===== src/shared/urx_defs.svh =====
/*
 * Register offsets, field positions, reset values and timing counts of the
 * serial receive/transmit block.
 * Assumes a 32-bit Avalon-MM slave port with byte addresses.
 */
`ifndef URX_DEFS_SVH
`define URX_DEFS_SVH

`define URX_OFS_STATUS 8'h00
`define URX_OFS_DATA 8'h04
`define URX_OFS_BAUD 8'h08
`define URX_OFS_CTRL1 8'h0c
`define URX_OFS_CTRL2 8'h10

`define URX_STATUS_RESET 8'hc0
`define URX_TX_LINE_RESET 1'b1

`define URX_ST_TRANSMIT_EMPTY_FLAG 7
`define URX_ST_TC 6
`define URX_ST_RECEIVE_FULL_FLAG 5
`define URX_ST_IDLE 4
`define URX_ST_OR 3
`define URX_ST_NF 2
`define URX_ST_FE 1
`define URX_ST_PE 0

`define URX_C1_T8 6
`define URX_C1_OFF 5
`define URX_C1_LONG 4
`define URX_C1_WAKE 3
`define URX_C1_PCE 2
`define URX_C1_PS 1
`define URX_C1_PIE 0

`define URX_C2_TIE 7
`define URX_C2_TRANSMIT_DONE_IRQ_ENABLE 6
`define URX_C2_RIE 5
`define URX_C2_IDLE_IRQ_ENABLE 4
`define URX_C2_TE 3
`define URX_C2_RE 2
`define URX_C2_MUTE 1
`define URX_C2_SBK 0

`define URX_BR_PRE 7:6
`define URX_BR_TX 5:3
`define URX_BR_RX 2:0

`define URX_PRE_M1_0 4'h0
`define URX_PRE_M1_1 4'h2
`define URX_PRE_M1_2 4'h3
`define URX_PRE_M1_3 4'hc

`define URX_PH_S1 4'h7
`define URX_PH_S2 4'h8
`define URX_PH_MID 4'h9
`define URX_PH_LAST 4'hf
`define URX_BITS_SHORT 4'h8
`define URX_BITS_LONG 4'h9
`define URX_FRAME_SHORT 4'ha
`define URX_FRAME_LONG 4'hb
`define URX_IDLE_SHORT 8'ha0
`define URX_IDLE_LONG 8'hb0

`endif


===== src/logic/urx_unused_placeholder_removed.sv =====
`timescale 1ns/1ps


===== src/shared/urx_pkg.sv =====
/*
 * Types of the serial receive/transmit block.
 * Assumes nothing beyond a SystemVerilog compiler.
 */
package urx_pkg;
	typedef enum logic [1:0] {RX_IDLE, RX_START, RX_DATA, RX_STOP} urx_rx_e;
	typedef enum logic {TX_IDLE, TX_SHIFT} urx_tx_e;

	typedef struct packed {
		logic [7:0] address;
		logic read;
		logic write;
		logic [31:0] writedata;
		logic [3:0] byteenable;
	} urx_avs_s;

	typedef struct packed {
		logic [7:0] status;
		logic [7:0] ctrl1;
		logic [7:0] ctrl2;
		logic [7:0] baud;
		logic stat_seen;
		logic ack;
		logic [7:0] rdata;
		logic [3:0] pre_cnt;
		logic [6:0] txd_cnt;
		logic [6:0] rxd_cnt;
		urx_rx_e rx_st;
		logic [3:0] rx_ph;
		logic [3:0] rx_cnt;
		logic [1:0] rx_samp;
		logic rx_noise;
		logic [8:0] rx_sh;
		logic [8:0] rx_hold;
		logic [7:0] idle_cnt;
		logic idle_arm;
		urx_tx_e tx_st;
		logic [3:0] tx_ph;
		logic [3:0] tx_left;
		logic [10:0] tx_sh;
		logic tx_line;
		logic tx_tc;
		logic brk_end;
		logic pre_pend;
		logic te_d;
		logic [8:0] tx_hold;
		logic tx_full;
		logic irq;
	} urx_state_s;
endpackage


===== src/logic/urx_serial.sv =====
/*
 * Asynchronous serial block: baud generation, receiver with error flags,
 * mute and wake-up, parity, transmitter flags and the shared interrupt.
 * Assumes the serial input is synchronous to i_clock and that the register
 * bus is an Avalon-MM master keeping each request until waitrequest is low.
 */
`timescale 1ns/1ps
`include "urx_defs.svh"

module urx_serial (
	input wire logic i_clock,
	input wire logic i_resetn,
	input wire urx_pkg::urx_avs_s i_avs,
	output logic [31:0] o_avs_readdata,
	output logic o_avs_waitrequest,
	input wire logic i_serial_in_pin,
	output logic o_tx_pin,
	output logic o_tx_oe,
	input wire logic i_cpu_irq_mask,
	input wire logic i_halt,
	output logic o_irq
);
	import urx_pkg::*;

	urx_state_s r;
	urx_state_s n;
	logic req, acc, wr0, rd, hit_s, hit_d, hit_b, hit_1, hit_2;
	logic clr_rx, clr_tx, run, pre_tick, tx_tick, rx_tick;
	logic rx_done, idle_ev, maj, noisy, msb, perr, take, m, pin;
	logic [3:0] pre_m1, nbits, flen;
	logic [6:0] tx_m1, rx_m1;
	logic [7:0] idle_need, rmux;
	logic [2:0] v;
	logic [8:0] word, txw;
	logic [10:0] frame;

	// --------------------------------------------------------------
	// Bus decode
	// --------------------------------------------------------------
	assign req = i_avs.read | i_avs.write;
	assign acc = req & r.ack & ~i_halt;
	assign wr0 = i_avs.write & acc & i_avs.byteenable[0];
	assign rd = i_avs.read & acc;
	assign hit_s = i_avs.address == `URX_OFS_STATUS;
	assign hit_d = i_avs.address == `URX_OFS_DATA;
	assign hit_b = i_avs.address == `URX_OFS_BAUD;
	assign hit_1 = i_avs.address == `URX_OFS_CTRL1;
	assign hit_2 = i_avs.address == `URX_OFS_CTRL2;
	assign clr_rx = rd & hit_d & r.stat_seen;
	assign clr_tx = wr0 & hit_d & r.stat_seen;
	assign o_avs_waitrequest = req & (~r.ack | i_halt);
	assign o_avs_readdata = {24'h000000, r.rdata};
	assign rmux = hit_s ? r.status :
		hit_d ? r.rx_hold[7:0] :
		hit_b ? r.baud :
		hit_1 ? {r.rx_hold[8], r.ctrl1[6:0]} :
		hit_2 ? r.ctrl2 : 8'h00;

	// --------------------------------------------------------------
	// Baud ticks
	// --------------------------------------------------------------
	assign run = ~r.ctrl1[`URX_C1_OFF];
	assign pre_m1 = (r.baud[`URX_BR_PRE] == 2'h0) ? `URX_PRE_M1_0 :
		(r.baud[`URX_BR_PRE] == 2'h1) ? `URX_PRE_M1_1 :
		(r.baud[`URX_BR_PRE] == 2'h2) ? `URX_PRE_M1_2 : `URX_PRE_M1_3;
	assign tx_m1 = 7'((8'h01 << r.baud[`URX_BR_TX]) - 8'h01);
	assign rx_m1 = 7'((8'h01 << r.baud[`URX_BR_RX]) - 8'h01);
	assign pre_tick = run & (r.pre_cnt == pre_m1);
	assign tx_tick = pre_tick & (r.txd_cnt == tx_m1);
	assign rx_tick = pre_tick & (r.rxd_cnt == rx_m1);

	// --------------------------------------------------------------
	// Frame formats and parity
	// --------------------------------------------------------------
	assign m = r.ctrl1[`URX_C1_LONG];
	assign nbits = m ? `URX_BITS_LONG : `URX_BITS_SHORT;
	assign flen = m ? `URX_FRAME_LONG : `URX_FRAME_SHORT;
	assign idle_need = m ? `URX_IDLE_LONG : `URX_IDLE_SHORT;
	assign pin = i_serial_in_pin;
	assign v = {r.rx_samp, pin};
	assign maj = (v[2] & v[1]) | (v[2] & v[0]) | (v[1] & v[0]);
	assign noisy = (v[2] != v[1]) | (v[1] != v[0]);
	assign word = m ? r.rx_sh : {1'b0, r.rx_sh[8:1]};
	assign msb = r.rx_sh[8];
	assign perr = r.ctrl1[`URX_C1_PCE] &
		((m ? ^r.rx_sh : ^r.rx_sh[8:1]) != r.ctrl1[`URX_C1_PS]);
	always_comb begin
		txw = r.tx_hold;
		if (r.ctrl1[`URX_C1_PCE]) begin
			if (m) begin
				txw[8] = ^r.tx_hold[7:0] ^ r.ctrl1[`URX_C1_PS];
			end else begin
				txw[7] = ^r.tx_hold[6:0] ^ r.ctrl1[`URX_C1_PS];
			end
		end
		frame = m ? {1'b1, txw, 1'b0} : {2'b11, txw[7:0], 1'b0};
	end

	// --------------------------------------------------------------
	// Next state
	// --------------------------------------------------------------
	always_comb begin
		n = r;
		n.ack = 1'b0;
		rx_done = 1'b0;
		idle_ev = 1'b0;
		take = 1'b0;
		if (req & ~r.ack) begin
			n.ack = 1'b1;
			n.rdata = rmux;
		end
		if (acc & hit_s) begin
			n.stat_seen = 1'b1;
		end else if (acc & hit_d) begin
			n.stat_seen = 1'b0;
		end
		if (clr_rx) begin
			n.status[5:0] = 6'h00;
		end
		if (clr_tx) begin
			n.status[7:6] = 2'h0;
		end
		if (wr0 & hit_d) begin
			n.tx_hold = {r.ctrl1[`URX_C1_T8], i_avs.writedata[7:0]};
			n.tx_full = 1'b1;
		end
		if (wr0 & hit_b) begin
			n.baud = i_avs.writedata[7:0];
		end
		if (wr0 & hit_1) begin
			n.ctrl1 = {1'b0, i_avs.writedata[6:0]};
		end
		if (wr0 & hit_2) begin
			n.ctrl2 = i_avs.writedata[7:0];
		end

		n.pre_cnt = (~run | pre_tick) ? 4'h0 : r.pre_cnt + 4'h1;
		if (~run | tx_tick) begin
			n.txd_cnt = 7'h00;
		end else if (pre_tick) begin
			n.txd_cnt = r.txd_cnt + 7'h01;
		end
		if (~run | rx_tick) begin
			n.rxd_cnt = 7'h00;
		end else if (pre_tick) begin
			n.rxd_cnt = r.rxd_cnt + 7'h01;
		end
		// A new rate restarts the dividers so no count overshoots its end.
		if (wr0 & hit_b) begin
			n.pre_cnt = 4'h0;
			n.txd_cnt = 7'h00;
			n.rxd_cnt = 7'h00;
		end

		// Receiver, sixteen ticks per bit.
		if (~r.ctrl2[`URX_C2_RE]) begin
			n.rx_st = RX_IDLE;
			n.idle_cnt = 8'h00;
		end else if (rx_tick) begin
			unique case (r.rx_st)
			RX_IDLE: begin
				if (!pin) begin
					n.rx_st = RX_START;
					n.rx_ph = 4'h0;
					n.rx_noise = 1'b0;
					n.idle_cnt = 8'h00;
				end else if (r.idle_cnt != idle_need) begin
					n.idle_cnt = r.idle_cnt + 8'h01;
					idle_ev = (n.idle_cnt == idle_need);
				end
			end
			default: begin
				n.rx_ph = r.rx_ph + 4'h1;
				if (r.rx_ph == `URX_PH_S1 || r.rx_ph == `URX_PH_S2) begin
					n.rx_samp = {r.rx_samp[0], pin};
				end
				if (r.rx_ph == `URX_PH_MID) begin
					n.rx_noise = r.rx_noise | noisy;
					if (r.rx_st == RX_START && maj) begin
						n.rx_st = RX_IDLE;
					end else if (r.rx_st == RX_DATA) begin
						n.rx_sh = {maj, r.rx_sh[8:1]};
						n.rx_cnt = r.rx_cnt + 4'h1;
					end else if (r.rx_st == RX_STOP) begin
						rx_done = 1'b1;
						n.rx_st = RX_IDLE;
					end
				end
				if (r.rx_ph == `URX_PH_LAST) begin
					if (r.rx_st == RX_START) begin
						n.rx_st = RX_DATA;
						n.rx_cnt = 4'h0;
					end else if (r.rx_st == RX_DATA &&
						r.rx_cnt == nbits) begin
						n.rx_st = RX_STOP;
					end
				end
			end
			endcase
		end

		// Completed frame: flags and holding register.
		if (rx_done) begin
			take = ~r.ctrl2[`URX_C2_MUTE] |
				(r.ctrl1[`URX_C1_WAKE] & msb);
			if (r.ctrl2[`URX_C2_MUTE] & r.ctrl1[`URX_C1_WAKE] & msb) begin
				n.ctrl2[`URX_C2_MUTE] = 1'b0;
			end
			if (take) begin
				if (n.status[`URX_ST_RECEIVE_FULL_FLAG]) begin
					n.status[`URX_ST_OR] = 1'b1;
				end else begin
					n.rx_hold = word;
					n.status[`URX_ST_RECEIVE_FULL_FLAG] = 1'b1;
					n.idle_arm = 1'b1;
					if (r.rx_noise | noisy) begin
						n.status[`URX_ST_NF] = 1'b1;
					end
					if (~maj) begin
						n.status[`URX_ST_FE] = 1'b1;
					end
					if (perr) begin
						n.status[`URX_ST_PE] = 1'b1;
					end
				end
			end
		end
		if (idle_ev) begin
			if (r.ctrl2[`URX_C2_MUTE]) begin
				if (~r.ctrl1[`URX_C1_WAKE]) begin
					n.ctrl2[`URX_C2_MUTE] = 1'b0;
				end
			end else if (r.idle_arm) begin
				n.status[`URX_ST_IDLE] = 1'b1;
				n.idle_arm = 1'b0;
			end
		end

		// Transmitter.
		n.te_d = r.ctrl2[`URX_C2_TE];
		if (r.ctrl2[`URX_C2_TE] & ~r.te_d) begin
			n.pre_pend = 1'b1;
		end
		if (~r.ctrl2[`URX_C2_TE]) begin
			n.tx_full = 1'b0;
		end
		if (r.tx_st == TX_IDLE) begin
			n.tx_ph = 4'h0;
			n.tx_tc = 1'b1;
			n.tx_left = flen;
			n.tx_st = TX_SHIFT;
			if (~r.ctrl2[`URX_C2_TE]) begin
				n.tx_st = TX_IDLE;
				n.tx_line = 1'b1;
			end else if (r.pre_pend) begin
				n.tx_sh = 11'h7ff;
				n.tx_line = 1'b1;
				n.pre_pend = 1'b0;
			end else if (r.ctrl2[`URX_C2_SBK]) begin
				n.tx_sh = 11'h000;
				n.tx_line = 1'b0;
				n.brk_end = 1'b1;
			end else if (r.tx_full & ~n.status[`URX_ST_TRANSMIT_EMPTY_FLAG]) begin
				n.tx_sh = frame;
				n.tx_line = frame[0];
				n.tx_full = 1'b0;
				n.status[`URX_ST_TRANSMIT_EMPTY_FLAG] = 1'b1;
			end else if (r.brk_end) begin
				n.tx_sh = 11'h7ff;
				n.tx_line = 1'b1;
				n.tx_left = 4'h1;
				n.tx_tc = 1'b0;
				n.brk_end = 1'b0;
			end else begin
				n.tx_st = TX_IDLE;
				n.tx_line = 1'b1;
			end
		end else if (tx_tick) begin
			n.tx_ph = r.tx_ph + 4'h1;
			if (r.tx_ph == `URX_PH_LAST) begin
				if (r.tx_left == 4'h1) begin
					n.tx_st = TX_IDLE;
					if (r.tx_tc) begin
						n.status[`URX_ST_TC] = 1'b1;
					end
				end else begin
					n.tx_left = r.tx_left - 4'h1;
					n.tx_sh = {1'b1, r.tx_sh[10:1]};
					n.tx_line = r.tx_sh[1];
				end
			end
		end

		n.irq = ~i_cpu_irq_mask & (
			(n.ctrl2[`URX_C2_TIE] & n.status[`URX_ST_TRANSMIT_EMPTY_FLAG]) |
			(n.ctrl2[`URX_C2_TRANSMIT_DONE_IRQ_ENABLE] & n.status[`URX_ST_TC]) |
			(~n.ctrl2[`URX_C2_MUTE] & (
			(n.ctrl2[`URX_C2_RIE] &
			(n.status[`URX_ST_RECEIVE_FULL_FLAG] | n.status[`URX_ST_OR])) |
			(n.ctrl2[`URX_C2_IDLE_IRQ_ENABLE] & n.status[`URX_ST_IDLE]) |
			(n.ctrl1[`URX_C1_PIE] & n.status[`URX_ST_PE]))));

		if (i_halt) begin
			n = r;
		end
	end

	always_ff @(posedge i_clock or negedge i_resetn) begin
		if (!i_resetn) begin
			r <= '0;
			r.status <= `URX_STATUS_RESET;
			r.tx_line <= `URX_TX_LINE_RESET;
		end else begin
			r <= n;
		end
	end

	assign o_tx_pin = r.tx_line;
	assign o_tx_oe = r.ctrl2[`URX_C2_TE] | r.ctrl2[`URX_C2_RE];
	assign o_irq = r.irq;

	// --------------------------------------------------------------
	// Checks
	// --------------------------------------------------------------
	a_flag_clear: assert property (@(posedge i_clock) disable iff (!i_resetn)
		$fell(r.status[`URX_ST_OR]) |-> $past(clr_rx))
		else $error("overrun flag cleared without sequence");
	a_overrun_hold: assert property (@(posedge i_clock) disable iff (!i_resetn)
		$rose(r.status[`URX_ST_OR]) |-> $stable(r.rx_hold))
		else $error("holding register changed on overrun");
	a_mute_quiet: assert property (@(posedge i_clock) disable iff (!i_resetn)
		$past(r.ctrl2[`URX_C2_MUTE]) && r.ctrl2[`URX_C2_MUTE] |->
		!$rose(r.status[`URX_ST_RECEIVE_FULL_FLAG]) && !$rose(r.status[`URX_ST_IDLE]))
		else $error("receive flag set while muted");
	a_idle_wake: assert property (@(posedge i_clock) disable iff (!i_resetn)
		$fell(r.ctrl2[`URX_C2_MUTE]) && !r.ctrl1[`URX_C1_WAKE] |->
		!$rose(r.status[`URX_ST_IDLE]))
		else $error("idle flag set on idle wake");
	a_irq_mask: assert property (@(posedge i_clock) disable iff (!i_resetn)
		i_cpu_irq_mask |=> !o_irq)
		else $error("interrupt raised while masked");
	a_empty_set: assert property (@(posedge i_clock) disable iff (!i_resetn)
		$rose(r.status[`URX_ST_TRANSMIT_EMPTY_FLAG]) |->
		$past(r.tx_full) && r.tx_st == TX_SHIFT && !r.tx_full)
		else $error("transmit empty set without load");
	a_done_set: assert property (@(posedge i_clock) disable iff (!i_resetn)
		$rose(r.status[`URX_ST_TC]) |->
		$past(r.tx_st == TX_SHIFT) && r.tx_st == TX_IDLE)
		else $error("transmit done set outside frame end");
	a_idle_arm: assert property (@(posedge i_clock) disable iff (!i_resetn)
		$rose(r.status[`URX_ST_IDLE]) |-> $past(r.idle_arm) && !r.idle_arm)
		else $error("idle flag set twice without data");
	a_pre_bound: assert property (@(posedge i_clock) disable iff (!i_resetn)
		run && $stable(r.baud) |-> r.pre_cnt <= pre_m1)
		else $error("prescale counter out of range");
	a_div_bound: assert property (@(posedge i_clock) disable iff (!i_resetn)
		$stable(r.baud) && $past(run) |-> r.rxd_cnt <= rx_m1 && r.txd_cnt <= tx_m1)
		else $error("bit rate divider out of range");
	a_halt_freeze: assert property (@(posedge i_clock) disable iff (!i_resetn)
		$past(i_halt) |-> r == $past(r))
		else $error("state moved during halt");
	a_rx_full: assert property (@(posedge i_clock) disable iff (!i_resetn)
		$rose(r.status[`URX_ST_RECEIVE_FULL_FLAG]) |-> $past(r.rx_st == RX_STOP))
		else $error("receive full set outside frame end");
endmodule


===== config.mk =====
export PLATFORM = sky130hd
export DESIGN_NAME = urx_serial
export DESIGN_NICKNAME = d
export VERILOG_FILES = /design/src/logic/urx_unused_placeholder_removed.sv /design/src/shared/urx_pkg.sv /design/src/logic/urx_serial.sv
export VERILOG_INCLUDE_DIRS = /design/src /design/src/shared
export SDC_FILE = /design/constraint.sdc
export NUM_CORES = 1
export LEC_CHECK = 0
export ABC_CLOCK_PERIOD_IN_PS = 2700
export BUFFER_PORTS_ARGS = -buffer_cell sky130_fd_sc_hd__buf_2
export CORE_ASPECT_RATIO = 1.1
export CORE_UTILIZATION = 54
export DETAILED_ROUTE_END_ITERATION = 6
export PLACE_DENSITY = 0.77
export SLEW_MARGIN = 20
export SYNTH_ARGS = -nofsm -noshare
export SYNTH_HDL_FRONTEND = slang
export SYNTH_SLANG_ARGS = --single-unit

===== constraint.sdc =====
create_clock -name i_clock -period 2.7 [get_ports i_clock]
set_input_delay 0.27 -clock i_clock [delete_from_list [all_inputs] [get_ports i_clock]]
set_output_delay 0.27 -clock i_clock [all_outputs]
set_load 0.02 [all_outputs]

==> results of run 1 <==
[kinds of logic (layout without fill, tap and decap cells)]
logic type / count (synthesis) / count (layout) / synth area share (%)
AO/OA/AOI/OAI: 202 / 202 / 16.5
AND/OR/NAND/NOR: 322 / 322 / 20.5
other: 1 / 24 / 0.0477
adder cells (fa/ha/maj): 17 / 17 / 2.70
buffers and inverters: 101 / 148 / 6.53
multiplexers: 58 / 58 / 8.06
XOR/XNOR: 24 / 24 / 3.02
flip-flops: 134 / 134 / 42.7
[area by class of cell]
class	count	area, sq um	area share, %
multi-input combinational	647	4140	45.7
sequential	134	3360	37.1
timing repair buffer	89	657	7.26
clock buffer	23	488	5.39
tap	188	235	2.60
inverter	27	101	1.12
clock inverter	9	75.1	0.829
[worst max-delay path, stage by stage (launching register included)]
cell and delay [ns]:
dfrtp_1 0.41, ha_2 0.19, or3_4 0.38, a2111oi_4 0.38, buf_4 0.19, o31ai_4 0.09
nor4_4 0.16, buf_6 0.18, buf_4 0.12, nand4_1 0.14, mux2_2 0.30
[repair_timing]
action / 4_1_cts / 5_1_grt
gates cloned: 1 / 1
hold buffers: 1 / 0
resized for setup: 4 / 15
pin swaps: 2 / 8
endpoints found under the setup margin: 31 / 44
buffers inserted: 3 / 3
hold endpoints to repair: 75 / 0
[worst max path at each step]
stage,endpoint,slack [ns],startpoint
floorplan,r[57]$_DFFE_PN0P_,0.03,r[111]$_DFFE_PN0P_
global placement,o_irq$_DFFE_PN0N_,-0.04,r[110]$_DFFE_PN0P_
detailed placement,r[41]$_DFFE_PN0P_,-0.08,r[110]$_DFFE_PN0P_
CTS,r[69]$_DFFE_PN0P_,0.01,r[110]$_DFFE_PN0P_
global route,r[64]$_DFFE_PN0P_,-0.08,r[111]$_DFFE_PN0P_
finish,r[64]$_DFFE_PN0P_,0.05,r[111]$_DFFE_PN0P_
[synthesized netlist by cell type, types with 9 or more instances]
library cell	instances
inv_1	26
clkbuf_1	34
nand2b_1	9
a31oi_1	12
mux2_2	33
nand3_1	28
a21oi_1	48
ha_1	17
buf_4	34
nor2_1	52
xor2_1	10
nor3_1	25
mux2i_1	24
xnor2_1	12
o21ai_0	68
nand2_1	130
dfrtp_1	131
a22o_1	9
[power by group]
| group | total (mW) | leakage (nW) | switching, mW | internal, mW |
|---|---|---|---|---|
| Combinational | 0.451 | 2.10 | 0.272 | 0.179 |
| Sequential | 2.23 | 1.77 | 0.129 | 2.10 |
| Clock | 2.19 | 0.279 | 0.840 | 1.35 |
| Total | 4.87 | 4.14 | 1.24 | 3.63 |
[per-layer routing]
layer  vias up  GRT usage (%)
met4         0           8.12
met5         -              0
met3        21           5.28
met2       206           42.5
met1      3161           36.1
li1       3115              -
[metrics by stage]
step	hold slack, ns	utilization [%]	TNS, ns
global route	0.122	64.6	-0.628
detailed placement	0.356	59.4	-0.867
floorplan	-0.0256	-	0
CTS	0.110	64.0	0
global placement	0.354	59.4	-0.367
finish	0.128	64.6	0
[registers in the layout (all words and copies together) (netlist names)]
signal / flops
o_tx_pin: 1
o_avs_readdata: 8
o_irq: 1
r: 122
m: 1
msb: 1
==> summary.txt, run 1 <==
Timing
  – RSZ-0062 raised after global routing: true
  – Worst slew pin tran: just over 0.7 ns
  – Final Cycle Share: a little over nine tenths
  – Final Hold Fails: 0
  – Slew HR: 51.8%
  – Final Worst Setup Slack: 0.0491 ns
  – Fmax: about 0.38 GHz
  – # setup viols final: 0
  – Worst Skew: between 0.007 and 0.008 ns
  – Fin. max-slew vios: 0
  – Period minus WS final: between 2 and 3 ns

CTS
  – Clock Path Buffers: 2
  – Clock sink count: between 100 and 150
  – Clock slew seen by the registers of the worst setup and hold paths: around 0.060 ns
  – TritonCTS Buffers: 17
  – CTS tree: yes
  – H-tree levels: 4
  – Clk_lat worst skew: about 0.42 ns
  – Root buffer cell: clkbuf_16

Placed design
  – DPL Wire Length: between 10 and 15 mm
  – Placed cell area: between 8000 and 9000 sq um
  – Final Wtd Congestion: around 0.86
  – I/O Buffers: 35
  – Placed insts: between 1000 and 1500
  – Worst slack, placed: -0.0810 ns

Detailed routing
  – DR vias/cell: slightly below 6
  – Post-Route WL: 18.7 mm
  – Post-route ant nets: 0
  – DRT iter0 DRCs: between 500 and 600
  – DR WL met3: roughly 970 microns
  – Number of remaining DRC errors: 0
  – Wire length per cell: between 15 and 20 microns
  – Via count: between 6000 and 7000
  – DR pass1 iterations: 5
  – WL met1: 8.35 mm
  – Met2 WL: ~9.1 mm
  – Uppermost layer routed: met4

Setup path
  – Critical path required time: around 3.0 ns
  – R2R Path End: r[64]$_DFFE_PN0P_
  – R2R cell count: 10
  – Reg2Reg Setup Slack: ~0.05 ns
  – WP data arrival: between 2 and 3 ns
  – Endpoint class of the critical path: register
  – Critical path fanouts, max: 6
  – Crit Path Class: reg -> reg
  – R2r startpoint: r[111]$_DFFE_PN0P_
  – Setup crit start kind: register

Logic synthesis
  – Synthesized netlist cell count: approximately 860
  – Synth unique cells: 81
  – Avg Inst Size Synth: 9.16 sq um
  – EDFF count, synth: 0
  – Sequential fraction of the synthesis area: around 43%
  – Cell type with the largest total area after synthesis: dfrtp_1
  – Asr flop ratio synth: 100%
  – Synth Warn #: 0
  – #FFs+latches synth: approximately 130
  – Area contributors post-synth: dfrtp_1 (42%), nand2_1 (6.2%), mux2_2 (4.7%), o21ai_0 (4.3%), buf_4 (3.2%)
  – Share of the synthesized area in the top cell type: around two fifths
  – Mapped cell area: roughly 8000 sq um
  – Ys flop type: dfrtp_1

Hold path
  – Hold Crit Class: in -> reg
  – Hold path start: i_avs[11]
  – Hold path depth: 3
  – Hold EP: r[9]$_DFFE_PN0P_

Pwr
  – VDD IR-drop max: 0.000445 V
  – Pwr/cell area: 538 nW/um^2
  – P_leak: 4.14 nW
  – Total Power: between 4 and 5 mW

Floorplanning
  – Core Area: ~14000 sq um
  – FP Rows: 45
  – Num ports: between 80 and 90
  – Die Area: 15100 sq um
  – Chip width: roughly 120 microns
  – Starting density of the core: between 50% and 60%
  – Die H: ~130 microns

Final layout
  – Area Growth Syn to Fin: 15.0%
  – ANT cells: 0
  – Filler cells: about 1100
  – Most frequent cells in the layout: dfrtp_1 (131), nand2_1 (130), o21ai_0 (67)
  – Final nets: 984
  – Final Instance Count excl. Fillers: 1117
  – Share of layout cells above drive strength 1: between 10% and 20%
  – Design area: 9050 sq um
  – Most common cell after layout, fill and taps aside: dfrtp_1

Global routing
  – Vias in the first global route: ~6000
  – Gr usage total: a little over a quarter
  – Initial antenna violation count: 0
  – First-pass GRT wire length: between 30 and 40 mm
  – Total grt overflow: 0
  – Largest net degree at the start of global routing: a little under 80

Flow run
  – MaxCap Viol Count: 0

Run status
  – Status: complete, no violations
No activity file was read; power rests on OpenSTA's default activity.
==> inputs of run 2 (changes only) <==
--- a/config.mk
+++ b/config.mk
@@ -11,8 +11,7 @@
 export CORE_ASPECT_RATIO = 1.1
 export CORE_UTILIZATION = 54
 export DETAILED_ROUTE_END_ITERATION = 6
-export PLACE_DENSITY = 0.77
-export SLEW_MARGIN = 20
+export PLACE_DENSITY = 0.88
 export SYNTH_ARGS = -nofsm -noshare
 export SYNTH_HDL_FRONTEND = slang
 export SYNTH_SLANG_ARGS = --single-unit
==> run 2 against run 1 <==
- the flow now finishes with violations (DRC, setup timing)
- first-iteration DRC count is 130% higher
- combinational power rose by 14%
- routed wire length increased by 30%
- worst setup slack worse by 0.18 ns
- critical path depth increased by 1
- utilization is 2.7 points higher
- hold slack lost 0.011 ns
- clock power rose by 10%
- maximum frequency is 6.4% lower
- count of clock-buffer cells in the layout shrank 6
- global-route usage increased by 3.9 points
==> summary.txt, run 2 (synthesis gave the netlist of run 1 again) <==
Timing
  – Final Cycle Share: 105%
  – Final Worst Setup Slack: -0.131 ns
  – Final Hold Fails: 0
  – Setup TNS: -0.849 ns
  – Fmax: 0.353 GHz
  – Worst Skew: roughly 0.0089 ns
  – Slew HR: between 50% and 60%
  – RSZ-0062 raised after global routing: true
  – # setup viols final: 13
  – Worst slew pin tran: approximately 0.69 ns
  – Period minus WS final: about 2.8 ns
  – Fin. max-slew vios: 0

Detailed routing
  – DR pass1 iterations: 7
  – DR vias/cell: approximately 6.6
  – Post-Route WL: 24.3 mm
  – Number of remaining DRC errors: 20
  – Wire length per cell: 21.5 microns
  – Post-route ant nets: 0
  – DRT iter0 DRCs: around 1300
  – Via count: ~7500

Setup path
  – Crit-path leading delay family: compound AO/OA/AOI/OAI gates
  – Buf+Inv Stages, Crit Path: 3
  – Crit Path Class: reg -> reg
  – WP data arrival: 3.18 ns
  – Setup crit start kind: register
  – Critical path fanouts, max: 6
  – Endpoint class of the critical path: register
  – Slowest cell delay on critical path: between 0.4 and 0.5 ns
  – Critical path required time: slightly above 3 ns
  – Crit-path most repeated cell: buf_4
  – R2R cell count: 11
  – Slowest cell on the critical path: o31a_1
  – CP Cell Sequence: ha_2, or3_4, a2111oi_4, buf_4, o211ai_1, o31a_1, a21oi_4, buf_12, buf_4, nor2_1, a21oi_1
  – Critical Path Stages: 11

CTS
  – Clock slew seen by the registers of the worst setup and hold paths: 0.07 ns
  – CTS tree: yes
  – Clk_lat worst skew: roughly 0.43 ns
  – TritonCTS Buffers: 17
  – Clock Path Buffers: 2
  – H-tree levels: 4
  – Root buffer cell: clkbuf_16
  – Clock sink count: 134

Final layout
  – Most common cell after layout, fill and taps aside: dfrtp_1
  – Seq. cell area: approximately 3400 sq um
  – ANT cells: 0
  – Most flop-heavy register: r
  – Most frequent cells in the layout: dfrtp_1 (131), nand2_1 (124), nor2_1 (48), o21ai_0 (48), buf_4 (47)
  – Multi-input combinational cell area: roughly 4300 sq um
  – Max reg flops: between 100 and 150
  – Filler cells: 839
  – Share of layout cells above drive strength 1: approximately a quarter
  – Final nets: between 900 and 1000
  – Area Growth Syn to Fin: 19.9%
  – Fin util: between 60% and 70%

Floorplanning
  – Num ports: 87
  – Die Area: 15100 sq um
  – FP Rows: 45
  – Chip width: 117 microns
  – Die H: roughly 130 microns
  – Starting density of the core: about 56%
  – Core Area: 14000 sq um

Run status
  – Failing checks: DRC, setup timing
  – Status: finished, violations left

Global routing
  – Initial antenna violation count: 0
  – Total grt overflow: 0
  – Vias in the first global route: 6800
  – First-pass GRT wire length: ~35 mm
  – Largest net degree at the start of global routing: 74
  – Gr usage total: between 30% and 40%

Hold path
  – Hold Crit Class: in -> reg
  – Hold path depth: 3

Pwr
  – VDD IR-drop max: 0.000492 V
  – P_leak: around 4.3 nW
  – Total Power: 5.18 mW
  – Pwr/cell area: 549 nW/um^2

Placed design
  – I/O Buffers: 35
  – DPL Wire Length: about 13 mm
  – Final Wtd Congestion: 0.915

Flow run
  – MaxCap Viol Count: 0
==> run 2: cell count changes in the layout (fill, tap and decap cells not counted), sizes merged <==
| cell | before | now |
|---|---|---|
| clkinvlp | 2 | 3 |
| clkinv | 7 | 8 |
| buf | 88 | 101 |
| clkbuf | 23 | 18 |
| bufinv | 1 | 3 |
| inv | 26 | 28 |
==> run 2: repair_timing <==
| item | 4_1_cts | 5_1_grt |
|---|---|---|
| pin swaps | 3 | 16 |
| endpoints found under the setup margin | 55 | 67 |
| endpoints found under the hold margin | 71 | 0 |
| hold buffers | 1 | 0 |
| resized for setup | 20 | 68 |
| cloned | 4 | 2 |
| setup buffers | 7 | 8 |
==> run 2: where the power goes <==
| group | total, mW | internal, mW | leakage (nW) | switching [mW] |
|---|---|---|---|---|
| logic | 0.516 | 0.202 | 2.20 | 0.314 |
| clock network | 2.41 | 1.46 | 0.290 | 0.959 |
| registers | 2.25 | 2.10 | 1.77 | 0.149 |
==> run 2: path summary, 6_finish.rpt <==
path                               startpoint                 to  slack (ns)
min reg2reg                 r[11]$_DFFE_PN0N_  r[12]$_DFFE_PN0N_        0.46
min                                  i_avs[7]   r[5]$_DFFE_PN0P_        0.12
max in group asynchronous            i_resetn  r[42]$_DFFE_PN0P_        1.40
max                        r[110]$_DFFE_PN0P_  r[23]$_DFFE_PN0P_       -0.13
min in group asynchronous            i_resetn  r[46]$_DFFE_PN0P_        0.44
max reg2reg                r[110]$_DFFE_PN0P_  r[23]$_DFFE_PN0P_       -0.13
==> run 2: worst reg2reg max path, delay by kind of cell, from the launching register on <==
kind	cells	cell delay, ns
compound gates	5	1.31
flops	1	0.40
buf+inv	3	0.45
fa+ha+maj	1	0.20
simple gates	2	0.39
==> run 2: cell type report <==
cell class | count | share of cell area, %
clock buffers | 17 | 4.51
multi-input cells | 647 | 45.8
flip-flops and latches | 134 | 35.6
clock inverters | 15 | 1.91
inverters | 27 | 1.07
well taps | 188 | 2.49
repair buffers | 103 | 8.63
==> run 2: metal layers <==
metal	part of all wire [%]	vias to the layer above	wire, microns	global-route usage (%)
met3	11	206	2630	8.15
met2	46	599	11100	47.0
li1	-	3142	-	-
met4	7.4	0	1790	19.4
met5	0	-	0	0
met1	36	3517	8820	37.4
==> run 2: stage by stage <==
step | area (sq um) | setup WS, ns | instances | hold WS [ns]
floorplan | 7960 | 0.0286 | 882 | -0.0256
global placement | 8330 | -0.0632 | 1077 | 0.336
detailed placement | 8330 | -0.146 | 1077 | 0.336
CTS | 9140 | 0.00465 | 1121 | 0.119
global route | 9440 | -0.197 | 1131 | 0.117
finish | 9440 | -0.131 | 1131 | 0.117
